[config.mk]
export PLATFORM = sky130hd
export DESIGN_NAME = leafu_core
export DESIGN_NICKNAME = d
export VERILOG_FILES = /design/src/logic/leafu_pkg.sv /design/src/logic/leafu_core.sv /design/src/logic/leafu_sp2dp.sv
export SDC_FILE = /design/constraint.sdc
export NUM_CORES = 1
export LEC_CHECK = 0
export BUFFER_PORTS_ARGS = -buffer_cell sky130_fd_sc_hd__buf_2
export CAP_MARGIN = 5
export CORE_MARGIN = 2
export CORE_UTILIZATION = 52
export DETAILED_ROUTE_END_ITERATION = 16
export GPL_TIMING_DRIVEN = 1
export HOLD_SLACK_MARGIN = 0.12
export PLACE_DENSITY = 0.81
export SYNTH_ARGS = -nofsm -noshare
export SYNTH_HDL_FRONTEND = slang
export SYNTH_HIERARCHICAL = 1
export SYNTH_SLANG_ARGS = --single-unit
[constraint.sdc]
create_clock -name clk_i -period 5.3 [get_ports clk_i]
set_input_delay 0.795 -clock clk_i [delete_from_list [all_inputs] [get_ports clk_i]]
set_output_delay 0.795 -clock clk_i [all_outputs]
set_load 0.02 [all_outputs]
[src/logic/leafu_pkg.sv]
// Shared constants and carrier types for the load address and format unit
package leafu_pkg;
  localparam int unsigned XLEN       = 32;
  localparam int unsigned DLEN       = 64;
  localparam int unsigned DISP_W     = 16;
  localparam int unsigned GPR_IDX_W  = 5;
  localparam int unsigned BYTE_W     = 8;
  localparam logic [4:0]  GPR_ZERO   = 5'h00;
  localparam logic [XLEN-1:0] ZERO_WORD = 32'h0000_0000;
  localparam logic [DLEN-1:0] ZERO_DWORD = 64'h0000_0000_0000_0000;
  localparam logic [2:0]  SIZE_BYTE  = 3'h1;
  localparam logic [2:0]  SIZE_WORD  = 3'h4;
  localparam logic [2:0]  SIZE_DWORD = 3'h0;
  // Single and double float field layout
  localparam int unsigned SP_EXP_W   = 8;
  localparam int unsigned SP_FRAC_W  = 23;
  localparam int unsigned DP_EXP_W   = 11;
  localparam int unsigned DP_FRAC_W  = 52;
  localparam logic [7:0]  SP_EXP_MAX = 8'hFF;
  localparam logic [7:0]  SP_EXP_MIN = 8'h00;
  localparam logic [10:0] DP_EXP_MAX = 11'h7FF;
  localparam logic [10:0] EXP_BIAS_ADJ = 11'h380;

  // Kind of load
  typedef enum logic [1:0] {
    LEAFU_LD_BYTE,
    LEAFU_LD_FP_DOUBLE,
    LEAFU_LD_FP_SINGLE
  } leafu_kind_t;

  // Decoded load request from the sequencer
  typedef struct packed {
    leafu_kind_t            kind;
    logic                   indexed;
    logic                   update;
    logic [GPR_IDX_W-1:0]   base_gpr_field;
    logic [GPR_IDX_W-1:0]   target_reg_field;
    logic [DISP_W-1:0]      disp;
    logic [XLEN-1:0]        base_val;
    logic [XLEN-1:0]        index_val;
  } leafu_req_t;

  // Memory read request
  typedef struct packed {
    logic                   valid;
    logic [XLEN-1:0]        addr;
    logic [2:0]             size;
  } leafu_mem_t;

  // Register writeback
  typedef struct packed {
    logic                   valid;
    logic [GPR_IDX_W-1:0]   idx;
    logic [DLEN-1:0]        data;
  } leafu_wb_t;
endpackage

[src/logic/leafu_core.sv]
// Load effective address, memory request and result formatting
module leafu_core (
  // Clock and reset
  input  wire logic                        clk_i,
  input  wire logic                        srst_i,
  // Request from the sequencer
  input  wire logic                        req_valid_i,
  input  wire leafu_pkg::leafu_req_t       req_i,
  output logic                             req_ready_o,
  // Data memory
  output leafu_pkg::leafu_mem_t            mem_o,
  input  wire logic                        mem_rvalid_i,
  input  wire logic [leafu_pkg::DLEN-1:0]  mem_rdata_i,
  // Writebacks
  output leafu_pkg::leafu_wb_t             gpr_wb_o,
  output leafu_pkg::leafu_wb_t             fpr_wb_o,
  output leafu_pkg::leafu_wb_t             base_wb_o,
  // Rejected invalid form, one-cycle pulse
  output logic                             bad_form_o
);
  typedef enum logic [1:0] {
    LEAFU_IDLE,
    LEAFU_WAIT,
    LEAFU_DONE
  } leafu_state_t;

  // Whole state of the unit
  typedef struct packed {
    leafu_state_t                    st;
    leafu_pkg::leafu_kind_t          kind;
    logic                            update;
    logic [leafu_pkg::GPR_IDX_W-1:0] base_idx;
    logic [leafu_pkg::GPR_IDX_W-1:0] tgt_idx;
    logic                            ready;
    logic                            bad;
    leafu_pkg::leafu_mem_t           mem;
    leafu_pkg::leafu_wb_t            gpr;
    leafu_pkg::leafu_wb_t            fpr;
    leafu_pkg::leafu_wb_t            basewb;
  } leafu_st_t;

  leafu_st_t                s_q;   // Registered state
  leafu_st_t                s_d;   // Next state
  logic [63:0]              dp_w;  // Widened single operand

  // Sign-extend the displacement so negative offsets reach below the base
  function automatic logic [leafu_pkg::XLEN-1:0] sext_disp(
    input logic [leafu_pkg::DISP_W-1:0] d
  );
    return {{(leafu_pkg::XLEN-leafu_pkg::DISP_W){d[leafu_pkg::DISP_W-1]}}, d};
  endfunction

  // Base operand: register 0 in the base field reads as zero, not as its contents
  function automatic logic [leafu_pkg::XLEN-1:0] base_or_zero(
    input leafu_pkg::leafu_req_t r
  );
    logic [leafu_pkg::XLEN-1:0] b;  // Selected base value
    if (r.base_gpr_field == leafu_pkg::GPR_ZERO) begin
      // Field 0 means no base at all
      b = leafu_pkg::ZERO_WORD;
    end else begin
      // Any other field uses the operand the sequencer read
      b = r.base_val;
    end
    return b;
  endfunction

  // Effective address: base-or-zero plus displacement or index
  function automatic logic [leafu_pkg::XLEN-1:0] ea_calc(leafu_pkg::leafu_req_t r);
    logic [leafu_pkg::XLEN-1:0] off;  // Second addend
    if (r.indexed) begin
      // Indexed form adds the index register
      off = r.index_val;
    end else begin
      // Displacement form adds the widened immediate
      off = sext_disp(r.disp);
    end
    // Carry out of the top bit is dropped: the address wraps around
    return base_or_zero(r) + off;
  endfunction

  // Invalid update forms: base 0, or a byte load whose base is its own target
  function automatic logic is_bad_form(leafu_pkg::leafu_req_t r);
    logic base_zero;  // Base field names register 0
    logic self_base;  // Byte load would overwrite its own base
    base_zero = (r.base_gpr_field == leafu_pkg::GPR_ZERO);
    self_base = (r.kind == leafu_pkg::LEAFU_LD_BYTE) &&
                (r.base_gpr_field == r.target_reg_field);
    return r.update && (base_zero || self_base);
  endfunction

  // Memory access size for each kind of load
  function automatic logic [2:0] size_of(leafu_pkg::leafu_kind_t k);
    logic [2:0] sz;  // Encoded size
    case (k)
      leafu_pkg::LEAFU_LD_BYTE: begin
        // One byte
        sz = leafu_pkg::SIZE_BYTE;
      end
      leafu_pkg::LEAFU_LD_FP_DOUBLE: begin
        // Eight bytes, the whole double word
        sz = leafu_pkg::SIZE_DWORD;
      end
      default: begin
        // Four bytes for the single operand
        sz = leafu_pkg::SIZE_WORD;
      end
    endcase
    return sz;
  endfunction

  // Widening converter
  leafu_sp2dp u_sp2dp (
    .sp_i (mem_rdata_i[31:0]),
    .dp_o (dp_w)
  );

  // Next-state logic
  always_comb begin
    logic bad_w;
    s_d            = s_q;
    bad_w          = 1'b0;
    s_d.bad        = 1'b0;
    s_d.mem.valid  = 1'b0;
    s_d.gpr.valid  = 1'b0;
    s_d.fpr.valid  = 1'b0;
    s_d.basewb.valid = 1'b0;
    case (s_q.st)
      LEAFU_IDLE: begin
        if (req_valid_i && s_q.ready) begin
          // Invalid forms are refused rather than executed, so a stray one
          // cannot write register 0 or lose its own loaded byte
          bad_w = is_bad_form(req_i);
          if (bad_w) begin
            // Pulse the refusal; ready stays high and memory is not touched
            s_d.bad = 1'b1;
          end else begin
            // Accept: keep what the answer needs and request memory
            s_d.kind      = req_i.kind;
            s_d.update    = req_i.update;
            s_d.base_idx  = req_i.base_gpr_field;
            s_d.tgt_idx   = req_i.target_reg_field;
            s_d.mem.valid = 1'b1;
            s_d.mem.addr  = ea_calc(req_i);
            s_d.mem.size  = size_of(req_i.kind);
            // Only one load in flight: hold off the sequencer
            s_d.ready = 1'b0;
            s_d.st    = LEAFU_WAIT;
          end
        end
      end
      LEAFU_WAIT: begin
        // Hold until memory returns the data
        if (mem_rvalid_i) begin
          case (s_q.kind)
            leafu_pkg::LEAFU_LD_BYTE: begin
              // Byte goes to a general register, upper bits cleared
              s_d.gpr.valid = 1'b1;
              s_d.gpr.idx   = s_q.tgt_idx;
              s_d.gpr.data  = {{(leafu_pkg::DLEN-leafu_pkg::BYTE_W){1'b0}},
                               mem_rdata_i[leafu_pkg::BYTE_W-1:0]};
            end
            leafu_pkg::LEAFU_LD_FP_DOUBLE: begin
              // Double word passes through untouched
              s_d.fpr.valid = 1'b1;
              s_d.fpr.idx   = s_q.tgt_idx;
              s_d.fpr.data  = mem_rdata_i;
            end
            default: begin
              // Single from the low word, widened on the way in
              s_d.fpr.valid = 1'b1;
              s_d.fpr.idx   = s_q.tgt_idx;
              s_d.fpr.data  = dp_w;
            end
          endcase
          // Base write alongside the target write
          if (s_q.update) begin
            // Address was latched at acceptance, so the base operand may change
            s_d.basewb.valid = 1'b1;
            s_d.basewb.idx   = s_q.base_idx;
            s_d.basewb.data  = {{(leafu_pkg::DLEN-leafu_pkg::XLEN){1'b0}},
                                s_q.mem.addr};
          end
          s_d.st = LEAFU_DONE;
        end
      end
      LEAFU_DONE: begin
        // One idle cycle lets the sequencer see the writeback first
        s_d.ready = 1'b1;
        s_d.st    = LEAFU_IDLE;
      end
      default: begin
        s_d.st    = LEAFU_IDLE;
        s_d.ready = 1'b1;
      end
    endcase
  end

  // State register
  always_ff @(posedge clk_i) begin
    if (srst_i) begin
      // Idle, ready, and no pulse pending after reset
      s_q       <= '0;
      s_q.st    <= LEAFU_IDLE;
      s_q.ready <= 1'b1;
    end else begin
      // Every field advances each cycle; pulses clear themselves
      s_q <= s_d;
    end
  end

  // Outputs straight from flops
  assign req_ready_o = s_q.ready;
  assign mem_o       = s_q.mem;
  assign gpr_wb_o    = s_q.gpr;
  assign fpr_wb_o    = s_q.fpr;
  assign base_wb_o   = s_q.basewb;
  assign bad_form_o  = s_q.bad;
endmodule

[src/logic/leafu_sp2dp.sv]
// Combinational single to double precision widening
module leafu_sp2dp (
  // Operand in
  input  wire logic [31:0] sp_i,
  // Widened operand out
  output logic      [63:0] dp_o
);
  always_comb begin
    // Locals at top of the process
    logic [7:0]  e;
    logic [22:0] f;
    logic [22:0] fn;
    logic [10:0] de;
    logic [4:0]  lz;
    logic        found;
    e     = sp_i[30:23];
    f     = sp_i[22:0];
    fn    = '0;
    lz    = '0;
    found = 1'b0;
    de    = '0;
    dp_o  = leafu_pkg::ZERO_DWORD;
    if (e == leafu_pkg::SP_EXP_MAX) begin
      // Infinity and NaN keep their payload
      dp_o = {sp_i[31], leafu_pkg::DP_EXP_MAX, f, 29'h00000000};
    end else if (e != leafu_pkg::SP_EXP_MIN) begin
      // Normal: rebias exponent
      de   = {3'h0, e} + leafu_pkg::EXP_BIAS_ADJ;
      dp_o = {sp_i[31], de, f, 29'h00000000};
    end else if (f == '0) begin
      // Signed zero
      dp_o = {sp_i[31], 63'h0};
    end else begin
      // Denormal single becomes normal double; find leading one
      for (int i = 22; i >= 0; i--) begin
        if (!found && f[i]) begin
          found = 1'b1;
          lz    = 5'(22 - i);
        end
      end
      fn   = 23'(f << (lz + 5'h01));
      de   = leafu_pkg::EXP_BIAS_ADJ + 11'h001 - {6'h00, lz} - 11'h001;
      dp_o = {sp_i[31], de, fn, 29'h00000000};
    end
  end
endmodule

Word-level counts from Yosys, hierarchy flattened
Cells that the tools add are included.

Register bits: 175. Input port bits: 162. Output and inout port bits: 248. Word-level logic and storage cells: 236.

$add $sub $neg: 5. Equality and inequality tests: 8. Shift-type cells: 1. Mux-type cells: 135. Bitwise logic cells: 6. Reduce and logical (&&, ||, !) cells: 62.

Operators with widths (count): two-way mux 32 bit (8); two-way mux 63 bit (3); two-way mux 70 bit (2); case mux 70 bit (2 select lines) (1); two-way mux 1 bit (90); two-way mux 53 bit (1); two-way mux 5 bit (10); two-way mux 36 bit (1); adder 32 bit (1); two-way mux 4 bit (8); logical AND 1 bit (25); zero test 23 bit (1); left shift 23 x 5 -> 23 bit (1); zero test 1 bit (22); AND reduction 3 bit (6); two-way mux 16 bit (1); two-way mux 3 bit (4); adder 8 x 10 -> 11 bit (second input constant) (1); subtractor 10 x 5 -> 11 bit (first input constant) (1); subtractor 11 x 1 -> 11 bit (second input constant) (1); == test 8 bit (second input constant) (1); nonzero test 8 bit (1); == test 2 x 1 -> 1 bit (second input constant) (3); zero test 2 bit (3); other kinds (11) (21).

Logic depth before layout (Yosys ltp)
Word-level depth: 142. Depth in mapped cells: 18. Gate-level depth less buffers: 15.

By module
Netlist, hierarchy kept.

By module, submodules not included: leafu_core (times used 1, cells an instance 1332, area each 10448.8 sq um, seq. area each 3483.3 sq um); leafu_sp2dp (times used 1, cells an instance 312, area each 2280.9 sq um, seq. area each 0.0 sq um).

Least setup slack after synthesis
Ideal clock, no wire load.

Path type: input to register. From: input port mem_rdata_i[19] in the netlist's numbering. To: register s_q, in the netlist fpr_wb_o[49]. Setup time: 0.132 ns. Data arrival time: 4.367 ns. Required time: 5.168 ns. Setup slack: 0.801 ns. Cell stages on the path: 16. Path buffers: 2. Cells stage by stage: buf_6 or4_4 or4_4 o221ai_4 nor2_4 inv_6 buf_2 ha_1 nand2_1 o21ai_0 nor2_1 nand2_1 a21oi_1 a2111o_1 a221oi_1 nor3_1.

Cells in the longest elaborated chain, start to end: 125. Elaborated cells on any way between the ends: 145. Classes of those cells: 1 x add/sub; 1 x shift; 103 x mux; 40 x reduce/logical.

RTL lines: from (decl) (RTL line leafu_core.sv:13) `input wire logic [leafu_pkg::DLEN-1:0] mem_rdata_i,`; logical AND 1 bit (RTL line leafu_sp2dp.sv:36) `if (!found && f[i]) begin`; two-way mux 1 bit (RTL line leafu_sp2dp.sv:36); two-way mux 1 bit (RTL line leafu_sp2dp.sv:30) `end else if (f == '0) begin`; two-way mux 1 bit (RTL line leafu_sp2dp.sv:26) `end else if (e != leafu_pkg::SP_EXP_MIN) begin`; two-way mux 1 bit (RTL line leafu_sp2dp.sv:23) `if (e == leafu_pkg::SP_EXP_MAX) begin`; zero test 1 bit (RTL line leafu_sp2dp.sv:36); logical AND 1 bit (RTL line leafu_sp2dp.sv:36); two-way mux 1 bit (RTL line leafu_sp2dp.sv:36); [... 110 more ...]; two-way mux 5 bit (RTL line leafu_sp2dp.sv:23); adder 5 x 1 -> 5 bit (RTL line leafu_sp2dp.sv:41) `fn = 23'(f << (lz + 5'h01));`; left shift 23 x 5 -> 23 bit (RTL line leafu_sp2dp.sv:41); two-way mux 63 bit (*) (RTL line leafu_sp2dp.sv:30); two-way mux 63 bit (*) (RTL line leafu_sp2dp.sv:26); two-way mux 63 bit (*) (RTL line leafu_sp2dp.sv:23); net dp_w[49] (RTL line leafu_core.sv:44) `logic [63:0] dp_w;`; case mux 70 bit (2 select lines) (*) (RTL line leafu_core.sv:155) `case (s_q.kind)`; to (decl) (RTL line leafu_core.sv:42) `leafu_st_t s_q;`.

Mark *: on every way through the listed nets, which the timed path passes. The rest lies on a longest branch. The select of a mux whose other input is x is not followed. A chain may end at the register's enable or synchronous reset.

Worst setup path in the final report
From: input port mem_rdata_i[15] in the netlist's numbering. To: register s_q, in the netlist fpr_wb_o[46].

Cells in the longest elaborated chain, start to end: 101. Elaborated cells on any way between the ends: 117. Classes of those cells: 1 x add/sub; 1 x shift; 83 x mux; 32 x reduce/logical.

RTL lines (RTL line): logical AND 1 bit (leafu_sp2dp.sv:36); two-way mux 1 bit (leafu_sp2dp.sv:36); two-way mux 1 bit (leafu_sp2dp.sv:30); two-way mux 1 bit (leafu_sp2dp.sv:26); two-way mux 1 bit (leafu_sp2dp.sv:23); zero test 1 bit (leafu_sp2dp.sv:36); logical AND 1 bit (leafu_sp2dp.sv:36); two-way mux 1 bit (leafu_sp2dp.sv:36); [... 86 more ...]; two-way mux 5 bit (leafu_sp2dp.sv:23); adder 5 x 1 -> 5 bit (leafu_sp2dp.sv:41); left shift 23 x 5 -> 23 bit (leafu_sp2dp.sv:41); two-way mux 63 bit (*) (leafu_sp2dp.sv:30); two-way mux 63 bit (*) (leafu_sp2dp.sv:26); two-way mux 63 bit (*) (leafu_sp2dp.sv:23); net dp_w[46] (leafu_core.sv:44); case mux 70 bit (2 select lines) (*) (leafu_core.sv:155).

Marked as above.

==> reports/metrics.cfg <==
[worst_setup_path]
worst-path-buf-inv=4
worstPathRequired_ns=5.58
crit_fanout=11
endpoint_kind=flip-flop
critical-path-top-delay-family=simple AND/OR/NAND/NOR gates
max_stage_delay_ns=0.66
cp.arrival_ns=4.60
slowest_stage=or4_1
critPathMostFrequentCell=or4_1
crit_type=primary input to flip-flop
crit_path_start_kind=primary input
path_cells=buf_2, or4_1, or4_1, o22ai_2, inv_1, ha_1, clkinv_1, buf_4, mux4_2, mux2_2, a2111oi_0, a211oi_1, a221oi_1, nor3_1

[yosys]
synth_top_family_by_area=compound AO/OA/AOI/OAI gates
synth_top_area_share=0.274
synth_mux_area_frac=0.0535
synth-simple-area-share=0.203
synth-edff-count=0
ys_warn_count=6
synth_compound_area_frac=0.207
yosysUniqueCellTypes=88
synth_top_area_cell=dfxtp_1
avgSynthCellArea_um2=7.74
syn_inst=1644
synth_most_common_cell=buf_4
synth-async-reset-ratio=0
synthTopCellsByArea=dfxtp_1 27%, buf_4 16%, nand2_1 7.8%
synth_ff_type=dfxtp_1
syn_area_um2=12700
seq_area_frac_synth=0.274
yosys.area_share.xor_xnor=0.0247
synthTopCellsByCount=277 x buf_4, 263 x nand2_1, 174 x dfxtp_1
synth_seq_cells=174
synthAdderAreaFrac=0.0340

[pwr]
power_switching_mw=1.35
swShare=0.359
seqPwrFrac=0.376
ir_worst_vdd_uv=154
clkPwrFrac=0.359
p_leak_nw=6.07
combPwrFrac=0.265
power_density_nw_per_um2=279
intPower_mw=2.41

[layout]
antenna_cells=0
drive_above_1_share=0.250
syn_to_final_growth_pct=5.75
nets=1930
stdcell_area_um2=13500

[clock_network]
post_cts_buffers=0
clock_sinks=174
cts_tree=done
hold_buffers=0
numCtsBuffers=17
clockBufferDepth=2
path_clk_slew_ns=0.08
cts_resized=0
clkLatencyLatePin_ns=0.44
cts.htree.levels=4
cts-root-buf=clkbuf_16

[timing]
tightest_slew_ns=0.973
hold_viol=0
finClkSkew_ns=0.0191
finalCritPeriodShare=0.815
max_freq_ghz=0.231
rsz0062_at_grt=no
drv_slew=0
min_period_ns=4.32
setup_violations=0
finalSetupTns_ns=0
slew_headroom=0.351
fin_hold_ws_ns=0.451

[route]
drtIter0Drc=1157
drt-vias-per-instance=5.66
route.detailed.drc=0
routed_wl_um=38600
drt_pre_antenna_iters=6
detail_route.wl_per_cell_um=18.6
drtAntennaViolNets=0
vias=11700

[placement]
portBuffers=320
hpwl_um=29200
gp_congestion=0.976
placedInstanceArea_um2=12800

[die]
core-area_um2=24200
ios=410
die_x_um=160
rows=57
initial_core_util=0.527
dieArea_um2=25700
chipHeight_um=160

[worst_hold_path]
hp-class=flip-flop to flip-flop

[global_routing]
first_global_vias=10700
track_usage=0.286
grt_max_degree=92
grt_antenna_before_repair=3
grt_overflow=0
grt_pass1_wl_um=58400

[outcome]
outcome=completed

[run]
cap_violations=0

==> sequential cells by signal, indices dropped and copies added (netlist names) <==
name,count
bad_form_o,1
base_wb_o,38
gpr_wb_o,14
mem_o,35
s_q,15
fpr_wb_o,70
req_ready_o,1
==> layout make-up <==
class,instances,area (um^2)
fill,2292,10700
multi-input combinational,1189,7120
sequential,174,3480
timing repair buffer,341,1770
clock buffer,17,425
tap,324,405
clock inverter,15,213
inverter,11,46.3
==> layout by cell type, fill, tap and decap left out, drive strengths merged, types with 12 or more instances in the layout <==
master  count
buf       341
nand2     263
dfxtp     174
a21oi     145
nor2      127
conb      118
nor3       82
a221oi     65
o21ai      39
nor2b      36
ha         33
a21o       24
mux2       21
xor2       18
clkbuf     17
xnor2      17
inv        15
mux2i      14
a211oi     12
a31oi      12
mux4       12
==> per-layer routing <==
metal,global-route usage,routed length [um],vias up
met5,0,34,-
met4,0.112,1330,6
met3,0.0540,3010,73
met2,0.513,19600,585
met1,0.336,14600,5487
li1,-,-,5567
==> stage by stage <==
| step | total power, mW | util | cells | setup WS, ns |
|---|---|---|---|---|
| after floorplan | 2.25 | - | 1760 | 0.801 |
| after CTS | 3.77 | 0.557 | 2071 | 1.00 |
| after global placement | 2.41 | 0.530 | 2039 | 0.580 |
| final | 3.76 | 0.557 | 2071 | 0.980 |
| after global routing | 3.92 | 0.557 | 2071 | 0.743 |
| after detailed placement | 2.42 | 0.530 | 2039 | 0.570 |
==> worst min-delay path, cell delays in order (launching register included) <==
cell	delay [ns]
dfxtp_1	0.31
nand2_1	0.05
a21oi_1	0.05
==> path summary, 6_finish.rpt <==
path | startpoint | to | slack [ns] | cells past startpoint
max | mem_rdata_i[15] | fpr_wb_o[46]$_SDFFE_PP0P_ | 0.98 | 14
min | base_wb_o[14]$_SDFFE_PP0P_ | base_wb_o[14]$_SDFFE_PP0P_ | 0.45 | 2
max reg2reg | s_q[262]$_SDFFE_PP0P_ | mem_o[33]$_SDFFE_PP0P_ | 2.88 | 5
min reg2reg | base_wb_o[14]$_SDFFE_PP0P_ | base_wb_o[14]$_SDFFE_PP0P_ | 0.45 | 2
==> power groups by stage <==
stage                     registers, mW  clock network (mW)  logic, mW
after floorplan                    1.43                   0      0.827
after global placement             1.44                   0      0.969
after detailed placement           1.44                   0      0.976
after CTS                          1.41                1.38      0.979
after global routing               1.42                1.42       1.07
final                              1.41                1.35      0.994
==> logic make-up after synthesis <==
group,Yosys count
mux,47
compound gates,380
simple gates,575
xor+xnor,35
buf+inv,397
other cells,2
fa+ha+maj,34
flops,174
Power figures use the tool's default switching activity.
